## src/verilog/limit_regs_pkg.sv

```systemverilog
// Constants, register map and carrier types of the limit status and fault bank
// Assumes one 10 MHz clock shared with the serial front end and the converter logic
package limit_regs_pkg;

  // ************************************************************
  // Register offsets
  // ************************************************************
  localparam logic [7:0] OFF_CONTROL = 8'h00;
  localparam logic [7:0] OFF_ALERT_EN = 8'h01;
  localparam logic [7:0] OFF_STATUS = 8'h02;
  localparam logic [7:0] OFF_FAULT = 8'h03;
  localparam logic [7:0] OFF_POWER_MEAS = 8'h05;
  localparam logic [7:0] OFF_POWER_MAX_THR = 8'h0e;
  localparam logic [7:0] OFF_POWER_MIN_THR = 8'h11;
  localparam logic [7:0] OFF_SENSE_MEAS = 8'h14;
  localparam logic [7:0] OFF_SENSE_MAX_THR = 8'h1a;
  localparam logic [7:0] OFF_SENSE_MIN_THR = 8'h1c;
  localparam logic [7:0] OFF_VOLT_MEAS = 8'h1e;
  localparam logic [7:0] OFF_VOLT_MAX_THR = 8'h24;
  localparam logic [7:0] OFF_VOLT_MIN_THR = 8'h26;
  localparam logic [7:0] OFF_AUX_MEAS = 8'h28;
  localparam logic [7:0] OFF_AUX_MAX_THR = 8'h2e;
  localparam logic [7:0] OFF_AUX_MIN_THR = 8'h30;
  localparam logic [7:0] OFF_LAST = 8'h31;
  localparam int MEM_DEPTH = 50;

  // ************************************************************
  // Field positions and reset values
  // ************************************************************
  localparam int CTRL_TEST_MODE_BIT = 4;
  localparam logic [7:0] CONTROL_RESET = 8'h05;
  localparam logic [7:0] ALERT_EN_RESET = 8'h00;
  localparam logic [7:0] BYTE_RESET = 8'h00;
  localparam logic [7:0] LOW_BYTE_KEEP = 8'hf0;
  localparam logic [7:0] MAX_THR_RESET = 8'hff;

  // Quantity indices within the update vector
  localparam int Q_POWER = 3;
  localparam int Q_SENSE = 2;
  localparam int Q_VOLT = 1;
  localparam int Q_AUX = 0;

  // ************************************************************
  // Carrier types
  // ************************************************************
  typedef struct packed {
    logic wr;
    logic rd;
    logic [7:0] addr;
    logic [7:0] wdata;
  } reg_req_s;

  typedef struct packed {
    logic valid;
    logic [23:0] data;
  } result_s;

endpackage

```

## src/verilog/limit_status_fault_regs.sv

```systemverilog
// Limit status and fault register bank of a power monitor
// Assumes a byte-wide register port from the serial front end and result strobes
// from the converter logic, all on the same clock
`timescale 1ns/100ps
`default_nettype none

module limit_status_fault_regs
  import limit_regs_pkg::*;
(
  input wire logic clk,
  input wire logic rst_n,
  input wire reg_req_s regReq,
  output logic [7:0] rdData,
  output logic rdValid,
  input wire result_s powerResult,
  input wire result_s senseResult,
  input wire result_s inputVoltageChannel,
  input wire result_s auxiliaryInput,
  output logic testMode,
  output logic alert
);

  // ************************************************************
  // Helper functions
  // ************************************************************
  function automatic logic [23:0] val12(input logic [7:0] hi, input logic [7:0] lo);
    val12 = {12'h000, hi, lo[7:4]};
  endfunction

  function automatic logic [1:0] compare(input logic [23:0] v, input logic [23:0] mx,
                                         input logic [23:0] mn);
    compare = {v > mx, v < mn};
  endfunction

  function automatic logic isLowByte(input logic [7:0] a);
    isLowByte = (a == OFF_SENSE_MEAS + 8'h01) || (a == OFF_SENSE_MAX_THR + 8'h01) ||
                (a == OFF_SENSE_MIN_THR + 8'h01) || (a == OFF_VOLT_MEAS + 8'h01) ||
                (a == OFF_VOLT_MAX_THR + 8'h01) || (a == OFF_VOLT_MIN_THR + 8'h01) ||
                (a == OFF_AUX_MEAS + 8'h01) || (a == OFF_AUX_MAX_THR + 8'h01) ||
                (a == OFF_AUX_MIN_THR + 8'h01);
  endfunction

  function automatic logic isMeas(input logic [7:0] a);
    isMeas = (a >= OFF_POWER_MEAS && a <= OFF_POWER_MEAS + 8'h02) ||
             (a >= OFF_SENSE_MEAS && a <= OFF_SENSE_MEAS + 8'h01) ||
             (a >= OFF_VOLT_MEAS && a <= OFF_VOLT_MEAS + 8'h01) ||
             (a >= OFF_AUX_MEAS && a <= OFF_AUX_MEAS + 8'h01);
  endfunction

  function automatic logic isThr(input logic [7:0] a);
    isThr = (a >= OFF_POWER_MAX_THR && a <= OFF_POWER_MIN_THR + 8'h02) ||
            (a >= OFF_SENSE_MAX_THR && a <= OFF_SENSE_MIN_THR + 8'h01) ||
            (a >= OFF_VOLT_MAX_THR && a <= OFF_VOLT_MIN_THR + 8'h01) ||
            (a >= OFF_AUX_MAX_THR && a <= OFF_AUX_MIN_THR + 8'h01);
  endfunction

  // ************************************************************
  // State
  // ************************************************************
  logic [7:0] memFf [0:MEM_DEPTH-1];
  logic [7:0] nxtMem [0:MEM_DEPTH-1];
  logic [7:0] controlFf, nxtControl;
  logic [7:0] alertEnFf, nxtAlertEn;
  logic [7:0] statusFf, nxtStatus;
  logic [7:0] faultFf, nxtFault;
  logic [3:0] updFf, nxtUpd;
  logic [7:0] rdDataFf, nxtRdData;
  logic rdValidFf, nxtRdValid;
  logic alertFf, nxtAlert;
  logic testModeNow;
  logic [7:0] hits;

  assign testModeNow = controlFf[CTRL_TEST_MODE_BIT];

  // ************************************************************
  // Register writes and result capture
  // ************************************************************
  always_comb
  begin
    for (int i = 0; i < MEM_DEPTH; i++)
    begin
      nxtMem[i] = memFf[i];
    end
    nxtControl = controlFf;
    nxtAlertEn = alertEnFf;
    nxtUpd = 4'h0;
    if (regReq.wr)
    begin
      if (regReq.addr == OFF_CONTROL)
      begin
        nxtControl = regReq.wdata;
      end
      else if (regReq.addr == OFF_ALERT_EN)
      begin
        nxtAlertEn = regReq.wdata;
      end
      else if (isThr(regReq.addr) || (isMeas(regReq.addr) && testModeNow))
      begin
        nxtMem[regReq.addr[5:0]] = isLowByte(regReq.addr) ?
                                   (regReq.wdata & LOW_BYTE_KEEP) : regReq.wdata;
        if (isMeas(regReq.addr))
        begin
          if (regReq.addr <= OFF_POWER_MEAS + 8'h02)
            nxtUpd[Q_POWER] = 1'b1;
          else if (regReq.addr <= OFF_SENSE_MEAS + 8'h01)
            nxtUpd[Q_SENSE] = 1'b1;
          else if (regReq.addr <= OFF_VOLT_MEAS + 8'h01)
            nxtUpd[Q_VOLT] = 1'b1;
          else
            nxtUpd[Q_AUX] = 1'b1;
        end
      end
    end
    if (!testModeNow)
    begin
      if (powerResult.valid)
      begin
        nxtMem[OFF_POWER_MEAS[5:0]] = powerResult.data[23:16];
        nxtMem[OFF_POWER_MEAS[5:0] + 6'h01] = powerResult.data[15:8];
        nxtMem[OFF_POWER_MEAS[5:0] + 6'h02] = powerResult.data[7:0];
        nxtUpd[Q_POWER] = 1'b1;
      end
      if (senseResult.valid)
      begin
        nxtMem[OFF_SENSE_MEAS[5:0]] = senseResult.data[11:4];
        nxtMem[OFF_SENSE_MEAS[5:0] + 6'h01] = {senseResult.data[3:0], 4'h0};
        nxtUpd[Q_SENSE] = 1'b1;
      end
      if (inputVoltageChannel.valid)
      begin
        nxtMem[OFF_VOLT_MEAS[5:0]] = inputVoltageChannel.data[11:4];
        nxtMem[OFF_VOLT_MEAS[5:0] + 6'h01] = {inputVoltageChannel.data[3:0], 4'h0};
        nxtUpd[Q_VOLT] = 1'b1;
      end
      if (auxiliaryInput.valid)
      begin
        nxtMem[OFF_AUX_MEAS[5:0]] = auxiliaryInput.data[11:4];
        nxtMem[OFF_AUX_MEAS[5:0] + 6'h01] = {auxiliaryInput.data[3:0], 4'h0};
        nxtUpd[Q_AUX] = 1'b1;
      end
    end
  end

  // ************************************************************
  // Limit comparison, fault latching, alert and read data
  // ************************************************************
  always_comb
  begin
    nxtStatus = statusFf;
    if (updFf[Q_POWER])
      nxtStatus[7:6] = compare(
        {memFf[OFF_POWER_MEAS[5:0]], memFf[OFF_POWER_MEAS[5:0] + 6'h01],
         memFf[OFF_POWER_MEAS[5:0] + 6'h02]},
        {memFf[OFF_POWER_MAX_THR[5:0]], memFf[OFF_POWER_MAX_THR[5:0] + 6'h01],
         memFf[OFF_POWER_MAX_THR[5:0] + 6'h02]},
        {memFf[OFF_POWER_MIN_THR[5:0]], memFf[OFF_POWER_MIN_THR[5:0] + 6'h01],
         memFf[OFF_POWER_MIN_THR[5:0] + 6'h02]});
    if (updFf[Q_SENSE])
      nxtStatus[5:4] = compare(
        val12(memFf[OFF_SENSE_MEAS[5:0]], memFf[OFF_SENSE_MEAS[5:0] + 6'h01]),
        val12(memFf[OFF_SENSE_MAX_THR[5:0]], memFf[OFF_SENSE_MAX_THR[5:0] + 6'h01]),
        val12(memFf[OFF_SENSE_MIN_THR[5:0]], memFf[OFF_SENSE_MIN_THR[5:0] + 6'h01]));
    if (updFf[Q_VOLT])
      nxtStatus[3:2] = compare(
        val12(memFf[OFF_VOLT_MEAS[5:0]], memFf[OFF_VOLT_MEAS[5:0] + 6'h01]),
        val12(memFf[OFF_VOLT_MAX_THR[5:0]], memFf[OFF_VOLT_MAX_THR[5:0] + 6'h01]),
        val12(memFf[OFF_VOLT_MIN_THR[5:0]], memFf[OFF_VOLT_MIN_THR[5:0] + 6'h01]));
    if (updFf[Q_AUX])
      nxtStatus[1:0] = compare(
        val12(memFf[OFF_AUX_MEAS[5:0]], memFf[OFF_AUX_MEAS[5:0] + 6'h01]),
        val12(memFf[OFF_AUX_MAX_THR[5:0]], memFf[OFF_AUX_MAX_THR[5:0] + 6'h01]),
        val12(memFf[OFF_AUX_MIN_THR[5:0]], memFf[OFF_AUX_MIN_THR[5:0] + 6'h01]));
    hits = nxtStatus & {{2{updFf[Q_POWER]}}, {2{updFf[Q_SENSE]}},
                        {2{updFf[Q_VOLT]}}, {2{updFf[Q_AUX]}}};
    nxtFault = faultFf;
    if (regReq.wr && regReq.addr == OFF_FAULT)
      nxtFault = regReq.wdata;
    nxtFault = nxtFault | hits;
    nxtAlert = |(statusFf & alertEnFf);
    nxtRdValid = regReq.rd;
    nxtRdData = BYTE_RESET;
    if (regReq.rd)
    begin
      case (regReq.addr)
        OFF_CONTROL: nxtRdData = controlFf;
        OFF_ALERT_EN: nxtRdData = alertEnFf;
        OFF_STATUS: nxtRdData = statusFf;
        OFF_FAULT: nxtRdData = faultFf;
        default:
        begin
          if (regReq.addr >= OFF_POWER_MEAS && regReq.addr <= OFF_LAST)
            nxtRdData = memFf[regReq.addr[5:0]];
          else
            nxtRdData = BYTE_RESET;
        end
      endcase
    end
  end

  always_ff @(posedge clk or negedge rst_n)
  begin
    if (!rst_n)
    begin
      for (int i = 0; i < MEM_DEPTH; i++)
      begin
        memFf[i] <= BYTE_RESET;
      end
      controlFf <= CONTROL_RESET;
      alertEnFf <= ALERT_EN_RESET;
      statusFf <= BYTE_RESET;
      faultFf <= BYTE_RESET;
      updFf <= 4'h0;
      rdDataFf <= BYTE_RESET;
      rdValidFf <= 1'b0;
      alertFf <= 1'b0;
    end
    else
    begin
      for (int i = 0; i < MEM_DEPTH; i++)
      begin
        memFf[i] <= nxtMem[i];
      end
      controlFf <= nxtControl;
      alertEnFf <= nxtAlertEn;
      statusFf <= nxtStatus;
      faultFf <= nxtFault;
      updFf <= nxtUpd;
      rdDataFf <= nxtRdData;
      rdValidFf <= nxtRdValid;
      alertFf <= nxtAlert;
    end
  end

  // ************************************************************
  // Outputs
  // ************************************************************
  assign rdData = rdDataFf;
  assign rdValid = rdValidFf;
  assign testMode = controlFf[CTRL_TEST_MODE_BIT];
  assign alert = alertFf;

endmodule

`default_nettype wire

```

## config.mk

```make
export PLATFORM = sky130hd
export DESIGN_NAME = limit_status_fault_regs
export DESIGN_NICKNAME = d
export VERILOG_FILES = /design/src/verilog/limit_regs_pkg.sv /design/src/verilog/limit_status_fault_regs.sv
export SDC_FILE = /design/constraint.sdc
export NUM_CORES = 1
export LEC_CHECK = 0
export BUFFER_PORTS_ARGS = -buffer_cell sky130_fd_sc_hd__buf_2
export CORE_MARGIN = 2
export CORE_UTILIZATION = 55
export DETAILED_ROUTE_END_ITERATION = 16
export PLACE_DENSITY = 0.88
export SETUP_SLACK_MARGIN = 0.05
export SYNTH_ARGS = -nofsm -noshare
export SYNTH_HDL_FRONTEND = slang
export SYNTH_SLANG_ARGS = --single-unit
export TNS_END_PERCENT = 5
```

## constraint.sdc

```tcl
create_clock -name clk -period 1.9 [get_ports clk]
set_clock_uncertainty 0.05 [all_clocks]
set_input_delay 0.095 -clock clk [delete_from_list [all_inputs] [get_ports clk]]
set_output_delay 0.095 -clock clk [all_outputs]
set_load 0.005 [all_outputs]
```

* Yosys cells after proc, flatten, opt, wreduce, memory -nomap -nowiden
Index checks and enable logic that the tools add are counted.
** Storage, ports and cells
- Register bits after elaboration :: 446
- Output and inout bits :: 11
- Logic and storage cells :: 177
** Operators by class
- Magnitude comparators :: 26
- Equal/unequal tests :: 12
- Muxes and demuxes :: 43
- Bitwise operators :: 6
- Reductions and logical operators :: 32
** Operators by type and width (number)
- $mux 360 :: 4
- $bwmux 400 :: 1
- $mux 16 :: 6
- $bmux 8 s6 :: 1
- $demux 8 s6 :: 1
- $mux 24 :: 2
- $mux 8 :: 6
- $eq 8x6->1 const B :: 5
- $gt 12x12->1 :: 3
- $lt 12x12->1 :: 3
- $eq 8x5->1 const B :: 4
- $le 8x5->1 const B :: 4
- $pmux 8 s4 :: 1
- $mux 4 :: 7
- $ge 8x5->1 const B :: 3
- $ge 8x6->1 const B :: 3
- $gt 24x24->1 :: 1
- $le 8x6->1 const B :: 3
- $lt 24x24->1 :: 1
- $and 8x8->8 :: 2
- $eq 8x2->1 const B :: 2
- $logic_or 1x1->1 :: 15
- $logic_and 1x1->1 :: 12
- $mux 2 :: 5
- other kinds (16) :: 24

* Depth between registers and ports, before layout
- Word-level depth :: 17
- Mapped depth :: 10
- Gate-level depth less buffers :: 8

* Worst setup path before layout
No wires, ideal clock.
- Path type :: input to register
- Start :: input port regReq[12] (netlist name)
- End :: register memFf[188] (netlist name)
- Library setup time :: 0.125 ns
- Arrival :: 2.118 ns
- Required time :: 1.725 ns
- Slack :: -0.393 ns
- Stages :: 8
- Path through :: buf_6 > or4b_1 > a21boi_2 > o21a_1 > buf_4 > o21ai_4 > nor4_4 > mux2_4
** On the way
- Word-level cells in the longest chain between the ends :: 8
- Elaborated cells between the ends (all ways) :: 44
- Those cells by class :: order compare (18); eq/ne (1); mux (3); bitwise (3); reduce/logical (19)
** Ends and longest elaborated chain
- start: declaration :: line limit_status_fault_regs.sv:12 : input wire reg_req_s regReq,
- $ge 8x3->1, or another cell as far along :: line limit_status_fault_regs.sv:44 : isMeas = (a >= OFF_POWER_MEAS && a <= OFF_POWER_MEAS + 8'h02) ||
- $logic_and 1x1->1, on equally long branches :: line limit_status_fault_regs.sv:44, limit_status_fault_regs.sv:45
- $logic_or 1x1->1 :: line limit_status_fault_regs.sv:44
- $logic_or 1x1->1 :: line limit_status_fault_regs.sv:45 : (a >= OFF_SENSE_MEAS && a <= OFF_SENSE_MEAS + 8'h01) ||
- $logic_or 1x1->1 :: line limit_status_fault_regs.sv:46 : (a >= OFF_VOLT_MEAS && a <= OFF_VOLT_MEAS + 8'h01) ||
- $logic_and 1x1->1 :: line limit_status_fault_regs.sv:97 : else if (isThr(regReq.addr) || (isMeas(regReq.addr) && testModeNow))
- $logic_or 1x1->1 :: line limit_status_fault_regs.sv:97
- $reduce_and 4->1 (no source line)
- end signal: indexed assignment :: line limit_status_fault_regs.sv:221 : memFf[i] <= nxtMem[i];
- end: declaration :: line limit_status_fault_regs.sv:60 : logic [7:0] memFf [0:MEM_DEPTH-1];
Parallel ways exist; a longest one is shown, timed or not.
A chain may end at the register's enable or synchronous reset.

* Worst setup path after layout
- Start :: register memFf[265] (netlist name)
- End :: register statusFf[7]
** On the way
- Word-level cells in the longest chain between the ends :: 2
** Ends and longest elaborated chain
- $gt 24x24->1 :: line limit_status_fault_regs.sv:32 : compare = {v > mx, v < mn};
- $mux 2 :: line limit_status_fault_regs.sv:150 : if (updFf[Q_POWER])
- net nxtStatus[7] :: line limit_status_fault_regs.sv:64 : logic [7:0] statusFf, nxtStatus;
- end signal: assignment :: line limit_status_fault_regs.sv:225 : statusFf <= nxtStatus;
- end: declaration :: line limit_status_fault_regs.sv:64
The timed path passes the listed nets, and every way through them passes these cells.

==> results.sh <==
export IMPL_root_buffer="clkbuf_16"
export IMPL_final_cells=2642
export IMPL_hp_start="regReq[7]"
export IMPL_clkTransAtPathRegs_ns=0.06
export IMPL_yosys_register_bits=446
export IMPL_rr_endpoint="statusFf[7]"
export IMPL_first_pass_iters=6
export IMPL_dpl_hpwl_mm=48.44
export IMPL_post_route_period_util_pct=113.4
export IMPL_dpl_cell_area_sq_um=24460
export IMPL_synth_largest_area_cell="dfrtp_1"
export IMPL_synth_edf_count=0
export IMPL_fin_util_pct=68.52
export IMPL_grt_overflow=0
export IMPL_grt_max_degree=70
export IMPL_wirelength_mm=69.70
export IMPL_hp_class="in2reg"
export IMPL_r2r_cells=8
export IMPL_synthArstFlopShare_pct=100.0
export IMPL_drt_iter0_markers=1984
export IMPL_ant_nets=0
export IMPL_fillers=2512
export IMPL_yosys_top_cells_area="dfrtp_1 50%, mux4_2 9.7%, ha_1 6.5%"
export IMPL_dp_slack_ns=-0.6312
export IMPL_placed_cells=2480
export IMPL_start_util_pct=55.86
export IMPL_whs_ns=0.02818
export IMPL_syn_inst=1917
export IMPL_htree_levels=2
export IMPL_outcome="finished with violations"
export IMPL_stdcell_area_sq_um=27350
export IMPL_leakage_nw=12.62
export IMPL_maxSlewViolCount=0
export IMPL_core_area_sq_um=39910
export IMPL_cts_buffers=46
export IMPL_viasPerCell=6.291
export IMPL_yosysSeqAreaShare_pct=50.07
export IMPL_cp_max_fo=2
export IMPL_whs_endpoint="memFf[183]"
export IMPL_vias=16620
export IMPL_total_power_mw=22.67
export IMPL_critPathLaunchType="register"
export IMPL_finalHoldViolCount=0
export IMPL_fin_nets=2319
export IMPL_cp_data_arrival_time_ns=2.57
export IMPL_max_stage_delay_ns=0.44
export IMPL_setup_viol_count_final=10
export IMPL_cts_tree="done"
export IMPL_maxSlewHeadroom_pct=57.57
export IMPL_fmax_mhz=464.1
export IMPL_diodes=0
export IMPL_synth_distinct_cells=68
export IMPL_io_pins=131
export IMPL_numPortBuffers=94
export IMPL_tightest_slew_ns=0.6326
export IMPL_die_area_sq_um=42160
export IMPL_setup_slack_ns=-0.2546
export IMPL_critPathRequiredTime_ns=2.31
export IMPL_violations="setup timing"
export IMPL_syn_avg_cell_area_sq_um=11.63
export IMPL_whs_path_depth=3
export IMPL_synth_warnings=0
export IMPL_synth_net_count=2153
export IMPL_crit_type="reg2reg"
export IMPL_synth_ff_type="dfrtp_1"
export IMPL_die_h_microns=205.3
export IMPL_antenna_found_initial=1
export IMPL_synth_common_cells="444 x dfrtp_1, 239 x clkbuf_1, 136 x nand2_1, 132 x inv_1, 116 x ha_1"
export IMPL_place_gp_congestion=1.002
export IMPL_powerDensity_nw_per_um2=828.9
export IMPL_rows=73
export IMPL_peakVddDrop_mv=0.5898
export IMPL_end_kind="register"
export IMPL_cp_num_buf_inv=1
export IMPL_syn_area_sq_um=22300
export IMPL_clock_latency_ns=0.58
export IMPL_rsz0062_at_grt="true"
export IMPL_fin_crit_ns=2.155
export IMPL_max_cap_viol_count=0
export IMPL_track_usage_pct=33.91
export IMPL_synth_top_area_share_pct=49.83
export IMPL_clockBufferDepth=3
export IMPL_crit_chain="inv_2, ha_4, nor2b_1, o211ai_1, a21oi_1, or4_4, nand4_1, nand3_2"
export IMPL_area_delta_synth_final_pct=22.67
export IMPL_wl_per_cell_microns=26.38
export IMPL_r2r_setup_slack_ns=-0.25
export IMPL_die_w_microns=205.3
export IMPL_critPathSlowestCell="or4_4"
export IMPL_cts_sinks=446
export IMPL_worst_r2r_startpoint="memFf[265]"
export IMPL_path_depth=8
export IMPL_drive_above_1_share_pct=32.31
export IMPL_drcViolationCount=0
export IMPL_grt_pass1_wl_mm=105.4
export IMPL_cp_top_family="simple AND/OR/NAND/NOR gates"
export IMPL_finalSetupTns_ns=-0.9577
export IMPL_first_global_vias=17670
export IMPL_synth_most_common_cell="dfrtp_1"
## flip-flops by register name, summed over array words and instances (netlist names)
signal,count
memFf,400
controlFf,8
rdValid,1
rdData,8
faultFf,8
updFf,4
statusFf,8
alertEnFf,8
alert,1
## tightest hold or removal path: stages
cell and delay [ns]:
buf_2 0.10, buf_12 0.24, mux2_1 0.17
## cell families (layout without fill, tap and decap cells)
| family | after synthesis | in the layout | share of synthesized area (%) |
|---|---|---|---|
| buffers and inverters | 410 | 610 | 7.122 |
| adders and majority gates | 116 | 116 | 6.510 |
| AOI/OAI and AO/OA | 319 | 319 | 9.406 |
| DFF | 446 | 446 | 50.07 |
| and+or+nand+nor | 327 | 327 | 7.503 |
| muxes | 299 | 299 | 19.39 |
## worst max path at each step
stage / start / to / slack (ns)
final: memFf[265] / statusFf[7] / -0.25
after global routing: memFf[357] / statusFf[7] / -0.26
after CTS: memFf[265] / statusFf[7] / -0.06
after detailed placement: regReq[10] / memFf[339] / -0.63
after global placement: regReq[10] / memFf[345] / -0.56
after floorplan: regReq[12] / memFf[180] / -0.34
## report_power, final
group,internal [mW],switching (mW)
sequential,9.74,0.303
clock,5.85,3.75
combinational,1.35,1.66
total,16.9,5.72
## per-layer routing
metal	global-route usage (%)	part of all wire [%]	routed length, microns	up-vias
li1	-	-	-	6976
met1	42.85	36	25430	8212
met2	53.86	46	32140	1080
met3	8.647	11	7335	352
met4	18.42	6.9	4780	2
met5	0	0.019	13	-
## cell usage in the layout (no fill, tap or decap), types with 9 or more instances in the layout
master         Yosys  layout
buf_6              2      13
clkbuf_1         239      10
mux2i_1          112     110
clkbuf_8           0      16
mux2_2            83      83
a21o_1            29      29
buf_2             21      91
nand2_1          136     136
a21oi_1           45      38
nand4_1           24      24
buf_12             0      36
o21ai_0          105      81
a211oi_1          26      19
dlygate4sd3_1      0      69
nor2b_1           34      32
nor2_1            36      34
o21ai_1           17      38
o211ai_1          11      11
nand2b_1          16      16
mux4_2            96      96
and2_1            27      27
dfrtp_1          444     434
dfrtp_2            0      10
inv_1            132     128
clkbuf_16          0      49
ha_1             116     105
nand3_1           12       9
ha_4               0      11
buf_4              2     185
o22ai_1           29      22
## timing repair
item | CTS | global route
hold endpoints to repair | 530 | 0
setup endpoints to repair | 53 | 94
pin swaps | 19 | 27
resized for setup | 56 | 60
setup buffers | 10 | 0
hold buffers | 70 | 0
## cell type report
type                            instances  area [sq um]  share of cell area (%)
Sequential cell                       446         11180                   40.86
Multi-Input combinational cell       1061          9978                   36.49
Timing Repair Buffer                  395          3417                   12.49
Clock buffer                           75          1484                   5.426
Tap cell                              525         656.9                   2.402
Inverter                              133         499.2                   1.825
Clock inverter                          7         137.6                  0.5032
(Power assumes the default switching activity.)
